$ cat src/include/cbdiag_map.svh
/*
  register offsets, field positions and reset values of the bus
  diagnostics and upper filter routing block.
  assumes a 16-bit register port with word indexes.
*/
`ifndef CBDIAG_MAP_SVH
`define CBDIAG_MAP_SVH

// ----------------------------------------------------------------
// register indexes
// ----------------------------------------------------------------
`define CBDIAG_DATA_CNT_ADDR    4'h0
`define CBDIAG_NOM_CNT_ADDR     4'h1
`define CBDIAG_FLAGS_ADDR       4'h2
`define CBDIAG_EFMSG_ADDR       4'h3
`define CBDIAG_FLT_BASE_ADDR    4'h4
`define CBDIAG_FLT_LAST_ADDR    4'h7

// ----------------------------------------------------------------
// fields
// ----------------------------------------------------------------
`define CBDIAG_TX_CNT_MSB       15
`define CBDIAG_TX_CNT_LSB       8
`define CBDIAG_RX_CNT_MSB       7
`define CBDIAG_RX_CNT_LSB       0
`define CBDIAG_FLAG_MASK        16'hFBBF
`define CBDIAG_FLT_MASK         16'h9F9F
`define CBDIAG_FLT_EN_BIT       7
`define CBDIAG_FLT_PTR_MSB      4
`define CBDIAG_PTR_MIN          5'h01
`define CBDIAG_PTR_MAX          5'h07
`define CBDIAG_RECESSIVE_RUN    4'hB

// flag bit positions
`define CBDIAG_F_LENGTH_MISMATCH_FLAG          15
`define CBDIAG_F_ESI            14
`define CBDIAG_F_DCRC           13
`define CBDIAG_F_DSTUF          12
`define CBDIAG_F_DFORM          11
`define CBDIAG_F_DBIT1          9
`define CBDIAG_F_DBIT0          8
`define CBDIAG_F_BOFF           7
`define CBDIAG_F_NCRC           5
`define CBDIAG_F_NSTUF          4
`define CBDIAG_F_NFORM          3
`define CBDIAG_F_NACK           2
`define CBDIAG_F_NBIT1          1
`define CBDIAG_F_NBIT0          0

`define CBDIAG_RESET_VAL        16'h0000

`endif

$ cat src/include/cbdiag_pkg.sv
/*
  types of the bus diagnostics block.
  assumes nothing beyond the map header.
*/
`default_nettype none
package cbdiag_pkg;
  typedef logic [15:0] cbdiag_word_t;
  typedef logic [4:0]  cbdiag_ptr_t;
  typedef enum logic [1:0] {
    CBDIAG_RUN  = 2'h1,
    CBDIAG_BOFF = 2'h2
  } cbdiag_state_t;
endpackage
`default_nettype wire

$ cat src/logic/cbdiag_core.sv
/*
  bus diagnostics counters, sticky error flags, error-free message
  counter and the upper filter routing words.
  assumes the protocol engine gives one-cycle event pulses on clk,
  already synchronous; bus sample is a pin and is synchronised here.
*/
`include "cbdiag_map.svh"
`default_nettype none

// Notes on behaviour
// - data phase tx/rx counters, register 0, tx high
// - nominal phase tx/rx counters, register 1, tx high
// - flag length code exceeding fifo payload size
// - flag received frame with esi set
// - data phase crc stuff form bit flags
// - flag bus-off entry followed by auto-recovery
// - flag received crc mismatch
// - flag more than five equal bits
// - flag illegal fixed-format field
// - flag transmitted frame not acknowledged
// - flag recessive sent, dominant seen
// - flag dominant sent, recessive seen
// - recovery: flag every eleven recessive bits
// - 16-bit error-free message counter, read/write
// - bits 10 and 6 read zero
// - upper filter word: filters c low, d high
// - disabled filter takes no part
// - hit stores to object given by pointer
module cbdiag_core
  import cbdiag_pkg::*;
#(
  parameter int NUM_FLT_WORDS = 4
) (
  input  wire logic        clk,
  input  wire logic        rst_n,
  input  wire logic [3:0]  reg_addr,
  input  wire logic [15:0] reg_wdata,
  input  wire logic        reg_wr,
  input  wire logic        reg_rd,
  output logic      [15:0] reg_rdata,
  input  wire logic        data_phase,
  input  wire logic        tx_err_inc,
  input  wire logic        rx_err_inc,
  input  wire logic        dlc_check,
  input  wire logic [3:0]  frame_dlc,
  input  wire logic [2:0]  fifo_payload_size,
  input  wire logic        rx_esi_seen,
  input  wire logic        crc_err,
  input  wire logic        stuff_err,
  input  wire logic        form_err,
  input  wire logic        ack_err,
  input  wire logic        bit1_err,
  input  wire logic        bit0_err,
  input  wire logic        bus_off_enter,
  input  wire logic        bus_off_exit,
  input  wire logic        bit_tick,
  input  wire logic        bus_rx_pin,
  input  wire logic        frame_ok,
  input  wire logic        flt_hit,
  input  wire logic [3:0]  flt_hit_index,
  output logic             store_valid,
  output logic      [4:0]  store_object,
  output logic             flt_ptr_bad
);

  // ----------------------------------------------------------------
  // helpers
  // ----------------------------------------------------------------
  // payload bytes of a length code, and of a payload size code
  function automatic logic [6:0] dlc_bytes(input logic [3:0] dlc);
    case (dlc)
      4'h9:    dlc_bytes = 7'h0C;
      4'hA:    dlc_bytes = 7'h10;
      4'hB:    dlc_bytes = 7'h14;
      4'hC:    dlc_bytes = 7'h18;
      4'hD:    dlc_bytes = 7'h20;
      4'hE:    dlc_bytes = 7'h30;
      4'hF:    dlc_bytes = 7'h40;
      default: dlc_bytes = (dlc > 4'h8) ? 7'h08 : {3'h0, dlc};
    endcase
  endfunction

  function automatic logic [6:0] pl_bytes(input logic [2:0] pl);
    case (pl)
      3'h0:    pl_bytes = 7'h08;
      3'h1:    pl_bytes = 7'h0C;
      3'h2:    pl_bytes = 7'h10;
      3'h3:    pl_bytes = 7'h14;
      3'h4:    pl_bytes = 7'h18;
      3'h5:    pl_bytes = 7'h20;
      3'h6:    pl_bytes = 7'h30;
      default: pl_bytes = 7'h40;
    endcase
  endfunction

  // saturating increment so a counter never wraps back to zero
  function automatic logic [7:0] sat_inc(input logic [7:0] v);
    sat_inc = (v == 8'hFF) ? v : v + 8'h01;
  endfunction

  function automatic logic ptr_ok(input logic [4:0] p);
    ptr_ok = (p >= `CBDIAG_PTR_MIN) && (p <= `CBDIAG_PTR_MAX);
  endfunction

  // word index decode shared by the filter write strobe and the read port
  function automatic logic is_flt_addr(input logic [3:0] a);
    is_flt_addr = (a >= `CBDIAG_FLT_BASE_ADDR)
                  && (a <= `CBDIAG_FLT_LAST_ADDR);
  endfunction

  // ----------------------------------------------------------------
  // bus sample synchroniser
  // ----------------------------------------------------------------
  // both flops reset recessive, so no false dominant bit after reset
  logic bus_meta_q;
  logic bus_sync_q;

  always_ff @(posedge clk) begin
    if (!rst_n) begin
      bus_meta_q <= 1'b1;
      bus_sync_q <= 1'b1;
    end else begin
      bus_meta_q <= bus_rx_pin;
      bus_sync_q <= bus_meta_q;
    end
  end

  // ----------------------------------------------------------------
  // write decode
  // ----------------------------------------------------------------
  logic wr_data_cnt;
  logic wr_nom_cnt;
  logic wr_flags;
  logic wr_efmsg;
  logic wr_flt;
  logic [1:0] flt_widx;

  assign wr_data_cnt = reg_wr && (reg_addr == `CBDIAG_DATA_CNT_ADDR);
  assign wr_nom_cnt  = reg_wr && (reg_addr == `CBDIAG_NOM_CNT_ADDR);
  assign wr_flags    = reg_wr && (reg_addr == `CBDIAG_FLAGS_ADDR);
  assign wr_efmsg    = reg_wr && (reg_addr == `CBDIAG_EFMSG_ADDR);
  assign wr_flt      = reg_wr && is_flt_addr(reg_addr);
  assign flt_widx    = reg_addr[1:0];

  // ----------------------------------------------------------------
  // error counters
  // ----------------------------------------------------------------
  // a hardware increment in the cycle of a write wins: no event lost
  logic [7:0] data_tx_error_count_q;
  logic [7:0] data_rx_error_count_q;
  logic [7:0] nominal_tx_error_count_q;
  logic [7:0] nominal_rx_error_count_q;

  always_ff @(posedge clk) begin
    if (!rst_n) begin
      data_tx_error_count_q <= 8'h00;
    end else if (data_phase && tx_err_inc) begin
      data_tx_error_count_q <= sat_inc(data_tx_error_count_q);
    end else if (wr_data_cnt) begin
      data_tx_error_count_q <=
        reg_wdata[`CBDIAG_TX_CNT_MSB:`CBDIAG_TX_CNT_LSB];
    end
  end

  always_ff @(posedge clk) begin
    if (!rst_n) begin
      data_rx_error_count_q <= 8'h00;
    end else if (data_phase && rx_err_inc) begin
      data_rx_error_count_q <= sat_inc(data_rx_error_count_q);
    end else if (wr_data_cnt) begin
      data_rx_error_count_q <=
        reg_wdata[`CBDIAG_RX_CNT_MSB:`CBDIAG_RX_CNT_LSB];
    end
  end

  always_ff @(posedge clk) begin
    if (!rst_n) begin
      nominal_tx_error_count_q <= 8'h00;
    end else if (!data_phase && tx_err_inc) begin
      nominal_tx_error_count_q <=
        sat_inc(nominal_tx_error_count_q);
    end else if (wr_nom_cnt) begin
      nominal_tx_error_count_q <=
        reg_wdata[`CBDIAG_TX_CNT_MSB:`CBDIAG_TX_CNT_LSB];
    end
  end

  always_ff @(posedge clk) begin
    if (!rst_n) begin
      nominal_rx_error_count_q <= 8'h00;
    end else if (!data_phase && rx_err_inc) begin
      nominal_rx_error_count_q <=
        sat_inc(nominal_rx_error_count_q);
    end else if (wr_nom_cnt) begin
      nominal_rx_error_count_q <=
        reg_wdata[`CBDIAG_RX_CNT_MSB:`CBDIAG_RX_CNT_LSB];
    end
  end

  // ----------------------------------------------------------------
  // bus-off tracking and recessive run counter
  // ----------------------------------------------------------------
  cbdiag_state_t boff_state_q;
  logic [3:0]    rec_run_q;
  logic          rec_run_done;

  always_ff @(posedge clk) begin
    if (!rst_n) begin
      boff_state_q <= CBDIAG_RUN;
    end else begin
      case (boff_state_q)
        CBDIAG_RUN:  if (bus_off_enter) boff_state_q <= CBDIAG_BOFF;
        CBDIAG_BOFF: if (bus_off_exit) boff_state_q <= CBDIAG_RUN;
        default:     boff_state_q <= CBDIAG_RUN;
      endcase
    end
  end

  // the run restarts on any dominant bit, so a stuck bus never flags
  assign rec_run_done = (boff_state_q == CBDIAG_BOFF) && bit_tick
                        && bus_sync_q
                        && (rec_run_q == `CBDIAG_RECESSIVE_RUN - 4'h1);

  always_ff @(posedge clk) begin
    if (!rst_n) begin
      rec_run_q <= 4'h0;
    end else if (boff_state_q != CBDIAG_BOFF) begin
      rec_run_q <= 4'h0;
    end else if (bit_tick) begin
      if (!bus_sync_q || rec_run_done)
        rec_run_q <= 4'h0;
      else
        rec_run_q <= rec_run_q + 4'h1;
    end
  end

  // ----------------------------------------------------------------
  // sticky flags
  // ----------------------------------------------------------------
  logic [15:0] flag_set;
  logic [15:0] flags_q;
  logic        dlc_over;

  assign dlc_over = dlc_check
    && (dlc_bytes(frame_dlc) > pl_bytes(fifo_payload_size));

  always_comb begin
    flag_set = 16'h0000;
    flag_set[`CBDIAG_F_LENGTH_MISMATCH_FLAG] = dlc_over;
    flag_set[`CBDIAG_F_ESI]   = rx_esi_seen;
    flag_set[`CBDIAG_F_DCRC]  = data_phase && crc_err;
    flag_set[`CBDIAG_F_DSTUF] = data_phase && stuff_err;
    flag_set[`CBDIAG_F_DFORM] = data_phase && form_err;
    flag_set[`CBDIAG_F_DBIT1] = data_phase && bit1_err;
    flag_set[`CBDIAG_F_DBIT0] = data_phase && bit0_err;
    flag_set[`CBDIAG_F_BOFF]  = (boff_state_q == CBDIAG_BOFF)
                                && bus_off_exit;
    flag_set[`CBDIAG_F_NCRC]  = !data_phase && crc_err;
    flag_set[`CBDIAG_F_NSTUF] = !data_phase && stuff_err;
    flag_set[`CBDIAG_F_NFORM] = !data_phase && form_err;
    flag_set[`CBDIAG_F_NACK]  = ack_err;
    flag_set[`CBDIAG_F_NBIT1] = !data_phase && bit1_err;
    flag_set[`CBDIAG_F_NBIT0] = (!data_phase && bit0_err)
                                || rec_run_done;
  end

  // set wins over a software clear in the same cycle
  // writing one keeps a flag, so clearing one bit spares the rest
  always_ff @(posedge clk) begin
    if (!rst_n)
      flags_q <= `CBDIAG_RESET_VAL;
    else if (wr_flags)
      flags_q <= ((flags_q & reg_wdata) | flag_set)
                 & `CBDIAG_FLAG_MASK;
    else
      flags_q <= (flags_q | flag_set) & `CBDIAG_FLAG_MASK;
  end

  // ----------------------------------------------------------------
  // error-free message counter
  // ----------------------------------------------------------------
  // wraps after all ones; software may rewrite it, but a frame_ok in the same cycle wins over the write
  logic [15:0] error_free_message_count_q;

  always_ff @(posedge clk) begin
    if (!rst_n)
      error_free_message_count_q <= 16'h0000;
    else if (frame_ok)
      error_free_message_count_q <=
        error_free_message_count_q + 16'h0001;
    else if (wr_efmsg)
      error_free_message_count_q <= reg_wdata;
  end

  // ----------------------------------------------------------------
  // upper filter routing words
  // ----------------------------------------------------------------
  logic [15:0] flt_ctl_q [NUM_FLT_WORDS];

  always_ff @(posedge clk) begin
    if (!rst_n) begin
      for (int i = 0; i < NUM_FLT_WORDS; i++)
        flt_ctl_q[i] <= `CBDIAG_RESET_VAL;
    end else if (wr_flt) begin
      flt_ctl_q[flt_widx] <= reg_wdata & `CBDIAG_FLT_MASK;
    end
  end

  // hit index: bits 3:2 pick the word, bit 0 picks byte c or d;
  // hits on filters a and b belong to the lower word, not here
  logic [15:0] hit_word;
  logic [7:0]  hit_byte;
  logic        hit_upper;
  logic        hit_en;
  logic [4:0]  hit_ptr;

  assign hit_word  = flt_ctl_q[flt_hit_index[3:2]];
  assign hit_byte  = flt_hit_index[0] ? hit_word[15:8] : hit_word[7:0];
  assign hit_upper = flt_hit && flt_hit_index[1];
  assign hit_en    = hit_byte[`CBDIAG_FLT_EN_BIT];
  assign hit_ptr   = hit_byte[`CBDIAG_FLT_PTR_MSB:0];

  // a reserved pointer never routes into an object
  always_ff @(posedge clk) begin
    if (!rst_n)
      store_valid <= 1'b0;
    else
      store_valid <= hit_upper && hit_en
                     && ptr_ok(hit_ptr);
  end

  always_ff @(posedge clk) begin
    if (!rst_n)
      store_object <= 5'h00;
    else
      store_object <= hit_ptr;
  end

  always_ff @(posedge clk) begin
    if (!rst_n)
      flt_ptr_bad <= 1'b0;
    else
      flt_ptr_bad <= hit_upper && hit_en
                     && !ptr_ok(hit_ptr);
  end

  // ----------------------------------------------------------------
  // read port
  // ----------------------------------------------------------------
  always_ff @(posedge clk) begin
    if (!rst_n) begin
      reg_rdata <= 16'h0000;
    end else if (reg_rd) begin
      case (reg_addr)
        `CBDIAG_DATA_CNT_ADDR:
          reg_rdata <= {data_tx_error_count_q, data_rx_error_count_q};
        `CBDIAG_NOM_CNT_ADDR:
          reg_rdata <= {nominal_tx_error_count_q,
                        nominal_rx_error_count_q};
        `CBDIAG_FLAGS_ADDR: reg_rdata <= flags_q;
        `CBDIAG_EFMSG_ADDR: reg_rdata <= error_free_message_count_q;
        default:
          reg_rdata <= is_flt_addr(reg_addr) ? flt_ctl_q[reg_addr[1:0]]
                                             : 16'h0000;
      endcase
    end else begin
      reg_rdata <= 16'h0000;
    end
  end

endmodule
`default_nettype wire

$ cat config.mk
export PLATFORM = sky130hd
export DESIGN_NAME = cbdiag_core
export DESIGN_NICKNAME = d
export VERILOG_FILES = /design/src/include/cbdiag_pkg.sv /design/src/logic/cbdiag_core.sv
export VERILOG_INCLUDE_DIRS = /design/src /design/src/include
export SDC_FILE = /design/constraint.sdc
export NUM_CORES = 1
export LEC_CHECK = 0
export ABC_CLOCK_PERIOD_IN_PS = 3900
export BUFFER_PORTS_ARGS = -buffer_cell sky130_fd_sc_hd__buf_2
export CORE_MARGIN = 10
export CORE_UTILIZATION = 60
export CTS_BUF_LIST = sky130_fd_sc_hd__clkbuf_8
export CTS_CLUSTER_DIAMETER = 80
export CTS_CLUSTER_SIZE = 16
export DETAILED_ROUTE_END_ITERATION = 8
export PLACE_DENSITY = 0.93
export SLEW_MARGIN = 20
export SYNTH_ARGS = -nofsm -noshare
export SYNTH_HDL_FRONTEND = slang
export SYNTH_SLANG_ARGS = --single-unit
$ cat constraint.sdc
create_clock -name clk -period 3.9 [get_ports clk]
set_input_delay 0.39 -clock clk [delete_from_list [all_inputs] [get_ports clk]]
set_output_delay 0.39 -clock clk [all_outputs]
set_load 0.01 [all_outputs]
==> Yosys cells after proc, flatten, opt, wreduce, memory -nomap -nowiden <==
Memories as Yosys holds them, arrays and structs flattened.
Cells that the tools add are included.
{ "word_totals": {"register_bits": 95, "mem_bits_rw": 48, "output_inout_bits": 23, "elab_cells": 143, "mem_count": 1} }
{ "classes": {"n_addsub": 6, "n_lt_le_gt_ge": 6, "n_eq_ne": 30, "n_mux": 32, "bitwise": 4, "n_reduce_logical": 50} }
{ "mem_list": {"columns": ["memory", "depth", "word_bits", "read_ports", "rd_ports_with_merged_regs", "wr", "line_no", "rtl"], "rows": [
  ["flt_ctl_q", 4, 12, 2, 0, 4, "cbdiag_core.sv:298", "logic [15:0] flt_ctl_q [NUM_FLT_WORDS];"]
]} }
{ "ops": {"columns": ["op", "n"], "rows": [
  ["$mux W8", 13],
  ["$pmux W7 S7", 2],
  ["$mux W16", 4],
  ["$pmux W16 S4", 1],
  ["$add A8 B1 Y8 const B", 4],
  ["$eq A4 B4 Y1 const B", 8],
  ["$eq A8 B8 Y1 const B", 4],
  ["$or A16 B16 Y16", 2],
  ["$logic_and A1 B1 Y1", 30],
  ["$add A16 B1 Y16 const B", 1],
  ["$and A16 B16 Y16", 1],
  ["$ne A2 B2 Y1 const B", 7],
  ["$mux W12", 1],
  ["$reduce_and A2 Y1", 6],
  ["$reduce_or A12 Y1", 1],
  ["$reduce_bool A2 Y1", 5],
  ["$eq A3 B3 Y1 const B", 3],
  ["$eq A4 B2 Y1 const B", 2],
  ["$mux W4", 2],
  ["$gt A7 B7 Y1", 1],
  ["$eq A3 B2 Y1 const B", 2],
  ["$mux W2", 3],
  ["$ge A5 B1 Y1 const B", 1],
  ["$le A5 B3 Y1 const B", 1],
  ["other kinds (16)", 23]
]} }

==> Longest topological paths before layout <==
{ "depth": {"ltp_word": 8, "mapped_depth": 9} }

==> Least setup slack after synthesis <==
OpenSTA, ideal clock, no wires.
{ "synth_timing": {"path_kind": "input port to flip-flop", "startpoint": "input port reg_addr[1]", "endpoint": "memory flt_ctl_q[0][0] (netlist name), enable pin", "setup_time_ns": 0.400, "arrival_time_ns": 1.818, "t_required_ns": 3.500, "setup_slack_ns": 1.682, "stages": 3, "n_path_buf": 2, "cell_sequence": "clkbuf_8 clkbuf_1 o31ai_1"} }
{ "synth_rtl": {"columns": ["item", "line_no", "rtl"], "rows": [
  ["start: declaration", "cbdiag_core.sv:36", "input wire logic [3:0] reg_addr,"],
  ["end: declaration", "cbdiag_core.sv:298", null]
]} }

==> Worst setup path after layout <==
{ "layout_timing": {"startpoint": "input port reg_addr[0]", "endpoint": "register reg_rdata[12]"} }
{ "layout_via": {"elab_chain_len": 4} }
{ "layout_lines": {"columns": ["item", "line_no", "rtl"], "rows": [
  ["$ge A4 B3 Y1 (no source line) or $le A4 B3 Y1 (tied branches)", null, null],
  ["$logic_and A1 B1 Y1", "cbdiag_core.sv:107", "is_flt_addr = (a >= `CBDIAG_FLT_BASE_ADDR)"],
  ["$mux W16", "cbdiag_core.sv:363", "reg_rdata <= is_flt_addr(reg_addr) ? flt_ctl_q[reg_addr[1:0]]"],
  ["$pmux W16 S4 (*)", "cbdiag_core.sv:354", "case (reg_addr)"],
  ["end signal: assignment", "cbdiag_core.sv:356", "reg_rdata <= {data_tx_error_count_q, data_rx_error_count_q};"],
  ["end signal: assignment", "cbdiag_core.sv:358", "reg_rdata <= {nominal_tx_error_count_q,"],
  ["end signal: assignment", "cbdiag_core.sv:363", null],
  ["end: declaration", "cbdiag_core.sv:40", "output logic [15:0] reg_rdata,"]
]} }
Mark *: on every way between the ends. The rest lies on a longest branch, timed or not.
A chain may end at the register's enable or synchronous reset.

==> summary.md <==
| Metric | Value |
|---|---|
| Initial Util | `0.6142` |
| Worst Hold Class | `in -> reg` |
| CTS Buf Count | `17` |
| RSZ-0062 raised after global routing | `false` |
| Max IR drop VDD | `0.0002220 V` |
| Post-synth EDFFs | `48` |
| Reg2Reg Setup Slack | `1.94 ns` |
| LEAKAGE | `3.078 nW` |
| Mapped Area | `7408 sq um` |
| HPWL after DPL | `15140 um` |
| CP endpoint kind | `flop` |
| Number of hold buffers added after cts | `0` |
| Mapped Avg Cell Area | `9.971 sq um` |
| Most common cell after layout, fill and taps aside | `dfxtp_1` |
| TritonCTS clock tree | `yes` |
| Setup CP Type | `in -> reg` |
| Synth Instances | `743` |
| Netlist cell types | `76` |
| Post-route ant nets | `0` |
| DRT Pass-1 Iters | `7` |
| Synth warn | `0` |
| First-pass GRT wire length | `33780 um` |
| Clock sink count | `141` |
| Area delta synth->final | `11.84%` |
| Top Ports | `75` |
| Post-route setup TNS | `0 ns` |
| CTS max path bufs | `2` |
| N_diodes | `0` |
| Pwr/cell area | `391.1 nW/um^2` |
| FF-to-FF End | `error_free_message_count_q[14]` |
| Total GRT Usage | `0.2423` |
| Commonest register cell after synthesis | `dfxtp_1` |
| Worst Hold Slack | `0.09140 ns` |
| Largest net degree at the start of global routing | `53` |
| Syn nets | `807` |
| Register area share after synthesis | `0.4459` |
| Min cycle time layout | `2.117 ns` |
| Path depth of the worst reg2reg path | `6` |
| Clock Latency Late Sink | `0.47 ns` |
| Core area | `12060 sq um` |
| Hold_sp | `bus_rx_pin` |
| Crit share post-route | `0.5428` |
| Fin. max-slew vios | `0` |
| Worst-margin pin slew | `1.144 ns` |
| 1st-iter DRT viols | `927` |
| CP Data Required Time | `4.27 ns` |
| Root Buffer | `clkbuf_8` |
| Vias | `6552` |
| DRC | `0` |
| Height of the die | `131.1 um` |
| Clock Skew | `0.01632 ns` |
| Ys async rst share | `0` |
| Postcts setup bufs | `0` |
| Grt ovf | `0` |
| Via/cell ratio | `6.625` |
| Cell Rows | `40` |
| Antenna violations before repair | `0` |
| Die area | `17190 sq um` |
| CTS resizes | `0` |
| CP Launch Type | `input port` |
| Port Buf Inserts | `74` |
| Commonest cells after routing, fill and taps aside | `dfxtp_1 (93), buf_2 (74), nand2_1 (56)` |
| CP max FO | `21` |
| Vias in the first global route | `6368` |
| Setup-failing EPs final | `0` |
| Routed len/inst | `21.45 um` |
| Total wire length | `21220 um` |
| Depth of the CTS H-tree | `4` |
| Die Span X | `131.1 um` |
| Synth Register Bits | `141` |
| Crit path DAT | `2.49 ns` |
| Max_slew headroom | `0.2329` |
| Hold-critical path endpoint | `bus_meta_q` |
| Max Cap Viol | `0` |
| Outcome | `finished, final reports clean` |
| Fin nets | `872` |
| Highest Clock Rate | `472.4 MHz` |
| Final Hold Fails | `0` |
| Hold depth | `2` |
| Share of cells above drive strength 1 | `0.1998` |
| Placer congestion estimate | `0.9398` |
| Reg clk slew, reported paths | `0.09 ns` |
| Worst R2R Start | `error_free_message_count_q[0]` |
-- how the worst max path moves through the flow --
stage | from | endpoint | slack, ns | cells after the start
2_1_floorplan | reg_addr[1] | flt_ctl_q[0][0] | 1.68 | 3
3_3_place_gp | reg_addr[0] | reg_rdata[15] | 1.45 | 7
3_5_place_dp | reg_addr[0] | reg_rdata[15] | 1.35 | 7
4_1_cts | reg_addr[0] | reg_rdata[15] | 1.82 | 7
5_1_grt | reg_addr[0] | reg_rdata[2] | 1.66 | 5
6_report | reg_addr[0] | reg_rdata[12] | 1.78 | 5
-- worst max-delay path, cell delays in order --
cell and delay (ns):
buf_2 0.50, nand2_1 0.21, nor3_2 0.90, a221oi_1 0.26, o22ai_1 0.22
-- metal layers --
metal	part of all wire	vias to the layer above	wire [um]	GRT usage
met5	0	-	0	0
met4	0.059	0	1242	0.1388
met3	0.11	103	2296	0.06707
met2	0.46	458	9782	0.3831
met1	0.37	3048	7894	0.2908
li1	-	2943	-	-
-- per-stage QoR --
stage          worst slack (ns)  instances    util  total power [mW]  area, sq um
3_3_place_gp              1.453        957  0.6520             1.989         7864
6_report                  1.783        989  0.6869             3.241         8285
5_1_grt                   1.662        989  0.6869             3.346         8285
2_1_floorplan             1.682        743       -             1.868         7408
3_5_place_dp              1.353        957  0.6520             2.005         7864
4_1_cts                   1.825        989  0.6869             3.234         8285
-- report_power, final --
part | total, mW | internal, mW | switching, mW | leakage [nW]
logic | 0.349 | 0.145 | 0.204 | 1.64
clock network | 1.26 | 0.670 | 0.589 | 0.218
registers | 1.63 | 1.58 | 0.0505 | 1.22
total | 3.24 | 2.40 | 0.843 | 3.08
-- final cells by class --
type | instances | area, sq um
Multi-Input combinational cell | 538 | 3807
Fill cell | 881 | 3776
Sequential cell | 141 | 3303
Timing Repair Buffer | 84 | 445.4
Clock buffer | 19 | 261.5
Tap cell | 168 | 210.2
Clock inverter | 13 | 160.2
Inverter | 26 | 97.59
-- cells by family (layout without fill, tap and decap cells) --
kind of cell	after synthesis	in the layout	synth area share
and+or+nand+nor	288	288	0.2093
AOI/OAI and AO/OA	190	190	0.1728
DFF	141	141	0.4459
buffers and inverters	64	142	0.04154
muxes	44	44	0.1056
adders and majority gates	12	12	0.02027
xor gates and xnor gates	4	4	0.004730
-- synthesized netlist by cell type, types with 3 or more instances --
| cell | count | area (sq um) |
|---|---|---|
| nor3_1 | 24 | 120.1 |
| nand4b_1 | 3 | 26.28 |
| mux4_1 | 7 | 183.9 |
| a41oi_1 | 3 | 26.28 |
| edfxtp_1 | 48 | 1441 |
| clkbuf_1 | 22 | 82.58 |
| a31oi_1 | 10 | 62.56 |
| and4_1 | 5 | 43.79 |
| or2_2 | 3 | 18.77 |
| a221oi_1 | 12 | 105.1 |
| nand2b_1 | 15 | 93.84 |
| o22ai_1 | 13 | 81.33 |
| buf_2 | 6 | 30.03 |
| a211oi_1 | 11 | 82.58 |
| o211ai_1 | 7 | 52.55 |
| and2_1 | 51 | 319.1 |
| a22oi_1 | 6 | 45.04 |
| nand4_1 | 12 | 75.07 |
| mux4_2 | 17 | 382.9 |
| a2bb2oi_1 | 5 | 43.79 |
| nor2b_1 | 5 | 31.28 |
| mux2i_1 | 11 | 110.1 |
| o31ai_1 | 4 | 30.03 |
| and3_1 | 9 | 56.30 |
| buf_6 | 3 | 33.78 |
| a311oi_1 | 8 | 70.07 |
| inv_1 | 25 | 93.84 |
| nor3_2 | 3 | 30.03 |
| xor2_1 | 3 | 26.28 |
| nand3_1 | 29 | 145.1 |
| o21ai_0 | 33 | 165.2 |
| dfxtp_1 | 93 | 1862 |
| mux2_2 | 8 | 90.09 |
| nor2_1 | 55 | 206.5 |
| a22o_1 | 11 | 96.34 |
| ha_1 | 12 | 150.1 |
| nor4_1 | 3 | 18.77 |
| a21oi_1 | 48 | 240.2 |
| nand2_1 | 56 | 210.2 |
-- registers in the layout, summed over array words and instances (netlist names) --
| name | count |
|---|---|
| flags_q | 14 |
| rec_run_q | 4 |
| error_free_message_count_q | 16 |
| store_valid | 1 |
| nominal_tx_error_count_q | 8 |
| bus_sync_q | 1 |
| bus_meta_q | 1 |
| reg_rdata | 16 |
| data_rx_error_count_q | 8 |
| flt_ctl_q | 48 |
| nominal_rx_error_count_q | 8 |
| boff_state_q | 2 |
| store_object | 5 |
| flt_ptr_bad | 1 |
| data_tx_error_count_q | 8 |
No activity file was read; power rests on OpenSTA's default activity.
